File: config.mk
export PLATFORM = sky130hd
export DESIGN_NAME = bwd_top
export DESIGN_NICKNAME = d
export VERILOG_FILES = /design/src/bwd_pkg.sv /design/src/bwd_tick_div.sv /design/src/bwd_top.sv
export SDC_FILE = /design/constraint.sdc
export NUM_CORES = 1
export LEC_CHECK = 0
export BUFFER_PORTS_ARGS = -buffer_cell sky130_fd_sc_hd__buf_2
export CORE_MARGIN = 2
export CORE_UTILIZATION = 50
export DETAILED_ROUTE_END_ITERATION = 7
export MAX_ROUTING_LAYER = met4
export PLACE_DENSITY_LB_ADDON = 0.12
export SETUP_SLACK_MARGIN = 0.1
export SYNTH_ARGS = -nofsm -noshare
export SYNTH_HDL_FRONTEND = slang
export SYNTH_SLANG_ARGS = --single-unit
File: constraint.sdc
create_clock -name sys_clk_i -period 2.3 [get_ports sys_clk_i]
set_clock_uncertainty 0.1 [all_clocks]
set_input_delay 0.115 -clock sys_clk_i [delete_from_list [all_inputs] [get_ports sys_clk_i]]
set_output_delay 0.115 -clock sys_clk_i [all_outputs]
set_load 0.01 [all_outputs]
File: src/bwd_pkg.sv
// Package for the board watchdog: port address, data codes, timing counts.
// Assumes a 50 MHz system clock and an 8-bit I/O data path.
`default_nettype none

package bwd_pkg;

    // I/O port address of the watchdog control port
    localparam logic [15:0] BWD_PORT_ADDR     = 16'h0443;
    // Data codes written to the port
    localparam logic [7:0]  BWD_CODE_REFRESH  = 8'h01;
    localparam logic [7:0]  BWD_CODE_DISARM   = 8'h00;
    // Read value layout: bit 0 shows the armed state
    localparam int          BWD_STAT_ARMED_BIT = 0;
    localparam logic [7:0]  BWD_RST_ARMED     = 8'h00;

    // Timing
    localparam longint      BWD_CLK_HZ        = 64'd50_000_000;
    localparam longint      BWD_TIMEOUT_MS    = 64'd1600;
    localparam longint      BWD_TIMEOUT_CYC   = (BWD_TIMEOUT_MS * BWD_CLK_HZ) / 64'd1000;
    // Time base tick every 1 ms
    localparam longint      BWD_TICK_US       = 64'd1000;
    localparam int          BWD_TICK_CYC      = int'((BWD_TICK_US * BWD_CLK_HZ) / 64'd1_000_000);
    // CPU reset pulse length
    localparam int          BWD_RST_PULSE_CYC = 16;

    // Expiry action choice
    typedef enum logic {
        BWD_ACT_RESET,
        BWD_ACT_IRQ
    } bwd_action_t;

    // Host I/O access grouped
    typedef struct packed {
        logic        wr;
        logic        rd;
        logic [15:0] addr;
        logic [7:0]  wdata;
    } bwd_io_req_t;

endpackage : bwd_pkg

`default_nettype wire

File: src/bwd_tick_div.sv
// Divider that makes a one-cycle enable pulse every DIV cycles.
// Assumes a single clock and synchronous active-low reset.
`default_nettype none

module bwd_tick_div #(
    parameter int DIV = 50_000
) (
    input  wire logic sys_clk_i,
    input  wire logic rstn_i,
    output logic      tick_o
);

    logic [31:0] cnt_reg;

    // Free-running count, pulse on wrap
    always_ff @(posedge sys_clk_i) begin
        if (!rstn_i) begin
            cnt_reg <= 32'h0000_0000;
            tick_o  <= 1'b0;
        end else if (cnt_reg == 32'(DIV - 1)) begin
            cnt_reg <= 32'h0000_0000;
            tick_o  <= 1'b1;
        end else begin
            cnt_reg <= cnt_reg + 32'h0000_0001;
            tick_o  <= 1'b0;
        end
    end

endmodule : bwd_tick_div

`default_nettype wire

File: src/bwd_top.sv
// Board watchdog: a single I/O port arms, refreshes and disarms a timer
// that resets the CPU or raises an interrupt on expiry.
// Assumes host I/O strobes are synchronous to sys_clk_i, one cycle each.
`default_nettype none

module bwd_top
    import bwd_pkg::*;
#(
    parameter int TIMEOUT_TICKS = int'(BWD_TIMEOUT_MS),
    parameter int TICK_CYC      = BWD_TICK_CYC
) (
    input  wire logic        sys_clk_i,
    input  wire logic        rstn_i,
    input  wire bwd_io_req_t io_req_i,
    input  wire logic        act_irq_sel_i,
    output logic [7:0]       io_rdata_o,
    output logic             io_rvalid_o,
    output logic             cpu_rst_o,
    output logic             irq_o,
    output logic             armed_o
);

    logic        tick;
    logic        sel_hit;
    logic        wr_one;
    logic        wr_zero;
    logic        rd_hit;
    logic        expire;
    logic [15:0] tmo_cnt_reg;
    logic [7:0]  pulse_cnt_reg;
    bwd_action_t action;
    logic        act_sync1_reg;
    logic        act_sync2_reg;
    logic [31:0] since_reg;

    // Expiry window in cycles after a restart, used by the checks below
    localparam int EXP_MIN_CYC = (TIMEOUT_TICKS - 1) * TICK_CYC;
    localparam int EXP_MAX_CYC = TIMEOUT_TICKS * TICK_CYC - 1;

    // Millisecond time base
    bwd_tick_div #(
        .DIV (TICK_CYC)
    ) u_tick (
        .sys_clk_i (sys_clk_i),
        .rstn_i    (rstn_i),
        .tick_o    (tick)
    );

    // Address decode and access qualification
    assign sel_hit = (io_req_i.addr == BWD_PORT_ADDR);
    assign wr_one  = io_req_i.wr && sel_hit && (io_req_i.wdata == BWD_CODE_REFRESH);
    assign wr_zero = io_req_i.wr && sel_hit && (io_req_i.wdata == BWD_CODE_DISARM);
    assign rd_hit  = io_req_i.rd && sel_hit;
    // Static action choice; low selects reset, the default
    assign action  = act_sync2_reg ? BWD_ACT_IRQ : BWD_ACT_RESET;
    assign expire  = armed_o && tick && (tmo_cnt_reg == 16'(TIMEOUT_TICKS - 1));

    // Two flip-flops on the off-chip action pin; reset clears both
    // so the reset action holds until the pin has settled
    always_ff @(posedge sys_clk_i) begin
        if (!rstn_i) begin
            act_sync1_reg <= 1'b0;
            act_sync2_reg <= 1'b0;
        end else begin
            act_sync1_reg <= act_irq_sel_i;
            act_sync2_reg <= act_sync1_reg;
        end
    end

    // Armed state; disarm write beats a read in the same cycle
    always_ff @(posedge sys_clk_i) begin
        if (!rstn_i) begin
            armed_o <= BWD_RST_ARMED[0];
        end else if (wr_zero) begin
            armed_o <= 1'b0;
        end else if (wr_one || rd_hit) begin
            armed_o <= 1'b1;
        end else if (expire) begin
            armed_o <= 1'b0;
        end
    end

    // Timeout counter in ticks, restarted by refresh or arming read
    always_ff @(posedge sys_clk_i) begin
        if (!rstn_i) begin
            tmo_cnt_reg <= 16'h0000;
        end else if (wr_one || wr_zero || (rd_hit && !armed_o) || !armed_o) begin
            tmo_cnt_reg <= 16'h0000;
        end else if (tick) begin
            tmo_cnt_reg <= expire ? 16'h0000 : tmo_cnt_reg + 16'h0001;
        end
    end

    // Expiry action: fixed reset pulse or sticky interrupt level
    always_ff @(posedge sys_clk_i) begin
        if (!rstn_i) begin
            pulse_cnt_reg <= 8'h00;
            cpu_rst_o     <= 1'b0;
            irq_o         <= 1'b0;
        end else begin
            if (expire && action == BWD_ACT_RESET) begin
                pulse_cnt_reg <= 8'(BWD_RST_PULSE_CYC);
                cpu_rst_o     <= 1'b1;
            end else if (pulse_cnt_reg != 8'h00) begin
                pulse_cnt_reg <= pulse_cnt_reg - 8'h01;
                cpu_rst_o     <= (pulse_cnt_reg != 8'h01);
            end else begin
                cpu_rst_o     <= 1'b0;
            end
            // Interrupt held until the host writes the port again
            if (expire && action == BWD_ACT_IRQ) begin
                irq_o <= 1'b1;
            end else if (io_req_i.wr && sel_hit) begin
                irq_o <= 1'b0;
            end
        end
    end

    // Read data: armed state in bit 0, answer one cycle later
    always_ff @(posedge sys_clk_i) begin
        if (!rstn_i) begin
            io_rdata_o  <= 8'h00;
            io_rvalid_o <= 1'b0;
        end else begin
            io_rvalid_o <= rd_hit;
            if (rd_hit) begin
                io_rdata_o <= 8'(armed_o) << BWD_STAT_ARMED_BIT;
            end
        end
    end

    // Check helper: cycles since the interval last restarted, saturating
    always_ff @(posedge sys_clk_i) begin
        if (!rstn_i || !armed_o || wr_one) begin
            since_reg <= 32'h0000_0000;
        end else if (since_reg != 32'hFFFF_FFFF) begin
            since_reg <= since_reg + 32'h0000_0001;
        end
    end
endmodule : bwd_top

`default_nettype wire

Yosys cells after proc, flatten, opt, wreduce, memory -nomap -nowiden
Index checks and enable logic that the tools add are counted.

Add/sub/neg operators: 3. Eq/ne operators: 5. Multiplexer cells: 11. Bitwise logic cells: 2. Reduce and logical (&&, ||, !) cells: 23.

Operators by type and width (count): 32-bit by 1-bit adder with 32-bit output (second input constant) (1); 16-bit by 11-bit == test with 1-bit output (second input constant) (2); 32-bit by 16-bit == test with 1-bit output (second input constant) (1); 16-bit by 1-bit adder with 16-bit output (second input constant) (1); 16-bit two-way mux (1); 5-bit two-way mux (2); 1-bit logical AND (9); 8-bit by 1-bit == test with 1-bit output (second input constant) (1); 8-bit zero test (1); 1-bit two-way mux (8); 8-bit by 1-bit inequality test with 1-bit output (second input constant) (1); 8-bit nonzero test (1); 2-bit OR reduction (4); 8-bit by 1-bit subtractor with 8-bit output (second input constant) (1); 2-bit nonzero test (3); 1-bit logical OR (4); 1-bit NOT (2); 1-bit zero test (1).

Flip-flop bits (word level): 64. Bits of input ports: 29. Word-level logic and storage cells: 56.

Longest topological paths before layout
Word-level depth: 7. Depth in mapped cells: 7.

By module
From an unflattened synthesis, not the netlist that was laid out.

Cell total of the unflattened synthesis: 365. Area, all modules: 3104.2 µm².

By module, submodules not included: bwd_top (times used 1, cells each 183, area each 1564.0 µm², sequential area each 620.6 µm²); bwd_tick_div (times used 1, cells each 182, area each 1540.2 µm², sequential area each 660.6 µm²).

Worst setup path before layout
No wires, ideal clock.

Path kind: register -> register. Start point: reg u_tick.cnt_reg[0]. End point: reg u_tick.cnt_reg[10]. Setup time: 0.128 ns. Arrival: 1.581 ns. Required time: 2.072 ns. Slack: 0.491 ns. Cell stages (with the launch flop): 8. Buffers on the path: 2. Path through: dfxtp_1 ha_1 and3_1 buf_2 nand4_1 o21ai_1 clkbuf_1 nor2_1.

Cells in the longest elaborated chain, start to end: 2.

RTL lines: start: declaration (RTL line bwd_tick_div.sv:13) `logic [31:0] cnt_reg;`; start signal: assignment (RTL line bwd_tick_div.sv:24) `cnt_reg <= cnt_reg + 32'h0000_0001;`; parallel branches: the longest is 2 deep, another holds 32-bit by 1-bit adder with 32-bit output.

Several ways; the timed one is not identified. A chain may end at the register's enable or synchronous reset.

Worst setup path after layout
Start point: reg u_tick.cnt_reg[0]. End point: reg u_tick.cnt_reg[26].

The elaborated chain is that of the path after synthesis.

==> metrics.md <==
| Metric | Value |
|---|---|
| GRT overflow | 0 |
| Tcrit/Tclk final | 88.7% |
| Final worst path period need | roughly 2000 ps |
| Post-synth top area share | 40.1% |
| Slew Limit Fails | 0 |
| Post-route ant nets | 0 |
| Worst Max-Slew Pin Slew | 647 ps |
| Via density | 5.78 |
| Max frequency | 490 MHz |
| Setup crit end kind | flip-flop |
| Most common flop cell mapped by yosys | dfxtp_1 |
| Critical-path top delay cell | or4_1 |
| Sequential share of the synthesized area | between 40% and 50% |
| Area of the multi-input gates | ~1800 um^2 |
| Place WS | roughly 320 ps |
| Fin. Hold Viols | 0 |
| Hold Path Stages | 4 |
| VDD IR-drop max | 0.399 mV |
| Largest net degree at the start of global routing | 18 |
| Die Ht | between 80 and 90 um |
| Worst R2R Path Depth | 5 |
| Initial DRT Pass Iterations | 4 |
| Global-route wire length before repair | ~12 mm |
| Number of global-route vias before repair | 2665 |
| Slew Limit Headroom | between 50% and 60% |
| CP Max Fanout | 8 |
| Commonest non-fill, non-tap cells in the layout | 64 x dfxtp_1, 33 x buf_2, 26 x nor2_1 |
| FFs w/ async S/R, synth | 0% |
| Max FFs per register | 32 |
| CTS tree | yes |
| # port buffers | 33 |
| Cts hold-fix bufs | 6 |
| Filler Cells Inserted | 561 |
| Worst path max stage delay | about 540 ps |
| Pwr dens | 559 nW/um^2 |
| CP startpoint kind | flip-flop |
| Initial core utilization | between 50% and 60% |
| Max Cap Violations | 0 |
| Clock slew at reported path FFs | approximately 70 ps |
| Global Route Usage Sum | between 20% and 30% |
| Synthesized area per cell | 8.66 um^2 |
| FF+latch count, synth | between 60 and 70 |
| RSZ-0062 raised after global routing | false |
| Placeable Area | 6280 um^2 |
| Crit path setup slack, layout | between 200 and 300 ps |
| Synth cell types | 47 |
| CTS buffer count | 9 |
| DP HPWL | approximately 4.8 mm |
| CTS Root Cell | clkbuf_8 |
| FF/Latch Area | between 1000 and 1500 um^2 |
| Die area | between 7000 and 8000 um^2 |
| Critical-path cell list | ha_1 > and3_1 > nand2_1 > or4_1 > a21oi_1 |
| Worst hold path class | in2reg |
| Arr. time, crit path | roughly 2200 ps |
| EDFF count, synth | 0 |
| Drt drc | 0 |
| Crit path kind | reg2reg |
| Via count | 2830 |
| Yosys warns | 0 |
| Site Rows | 29 |
| Setup bufs post-CTS | 0 |
| Nets | around 440 |
| Final WL | roughly 7 mm |
| Diode count | 0 |
| Initial antenna violation count | 0 |
| # setup viols final | 0 |
| GPL Wtd Cong | 0.878 |
| Layout cells sized above 1 | roughly 16% |
| Synth area leader | dfxtp_1 |
| Die width | about 84 um |
| Syn Inst Count | 369 |
| Setup TNS | 0 ps |
| WP data required | approximately 2500 ps |
| Area growth syn-to-layout | 13.4% |
| Most common cell after layout, fill and taps aside | dfxtp_1 |
| Top post-synthesis cells by area | dfxtp_1 40%, xor2_1 4.9%, nand4_1 4.1% |
| Leak Pwr | 1.28 nW |
| Drt initial violations | 109 |
| Outcome | completed |
| Largest buffer count on any clock path | 2 |
| Skew-Pair Late Insertion Delay | ~350 ps |
| CTS Sinks | 64 |
| WL/cell | 14.2 um |
| H-tree Lvls | 3 |
| Cell Area, Synth | 3200 um^2 |
| Post-CTS sizing | 0 |
| I/O Pins | just over 40 |
per-stage QoR:
step	util, %	hold WS [ps]	cell area (um^2)	instances	power [W]
after floorplan	-	142	3220	375	0.00118
after global placement	54.1	243	3400	468	0.00121
after detailed placement	54.1	252	3400	468	0.00121
after CTS	57.7	29.0	3620	490	0.00205
after global routing	57.7	95.1	3620	490	0.00211
final	57.7	42.2	3620	490	0.00203
final timing paths:
| check | from | end | slack [ps] |
|---|---|---|---|
| worst max-delay path | u_tick.cnt_reg[0] | u_tick.cnt_reg[26] | 260 |
| worst min register to register | act_sync1_reg | act_sync2_reg | 350 |
| worst min-delay path | io_req_i[25] | irq_o | 40 |
| worst max register to register | u_tick.cnt_reg[0] | u_tick.cnt_reg[26] | 260 |
power by group:
group / internal (W) / leakage, nW / switching, W
combinational: 0.0000349 / 0.669 / 0.0000349
clock: 0.000414 / 0.0899 / 0.000423
sequential: 0.00111 / 0.516 / 0.00000559
total: 0.00156 / 1.28 / 0.000464
layer usage:
| layer | global-route usage (%) | up-vias | wire, um |
|---|---|---|---|
| li1 | - | 1436 | - |
| met1 | 27.6 | 1307 | 3430 |
| met2 | 32.7 | 73 | 3000 |
| met3 | 5.04 | 14 | 316 |
| met4 | 11.9 | 0 | 182 |
| met5 | - | - | 0 |
synth_stat cells, types with 2 or more instances:
library cell and instances:
nor3_1 18, a21oi_1 19, and2_1 4, a21oi_2 2, ha_1 4, o21ai_0 9, clkbuf_2 2, or4_1 11
xor2_1 18, or4_4 2, nor4_1 10, buf_4 9, and4_1 7, buf_2 7, or3_1 6, o211ai_1 2
a21o_1 3, nor3b_1 3, nand2b_1 2, clkbuf_1 6, nand3_1 19, and3_1 8, nor4b_1 7, nand2_1 20
a211oi_1 6, xnor2_1 10, dfxtp_1 64, nand4_1 21, nor4bb_1 2, o31ai_1 16, nor2_1 26, inv_1 11
critical path: cells and delay by family, from the launching register on:
family	cells	cell delay [ps]
AO/OA/AOI/OAI	1	180
flip-flops	1	380
adder cells (fa/ha/maj)	1	210
AND/OR/NAND/NOR	3	1090
cells by family after synthesis:
group | synth area share [%]
AND/OR/NAND/NOR | 31.8
adder cells (fa/ha/maj) | 1.57
AO/OA/AOI/OAI | 12.9
buffers and inverters | 5.87
flip-flops | 40.1
XOR/XNOR | 7.67
other | 0.117
layout make-up:
class                           count  share of cell area (%)
Inverter                           11                    1.14
Tap cell                           77                    2.66
Clock buffer                       12                    4.01
Timing Repair Buffer               47                    7.88
Clock inverter                      4                   0.553
Sequential cell                    64                    35.4
Multi-Input combinational cell    275                    48.4
Note: power is estimated with default switching activity, not from simulation.
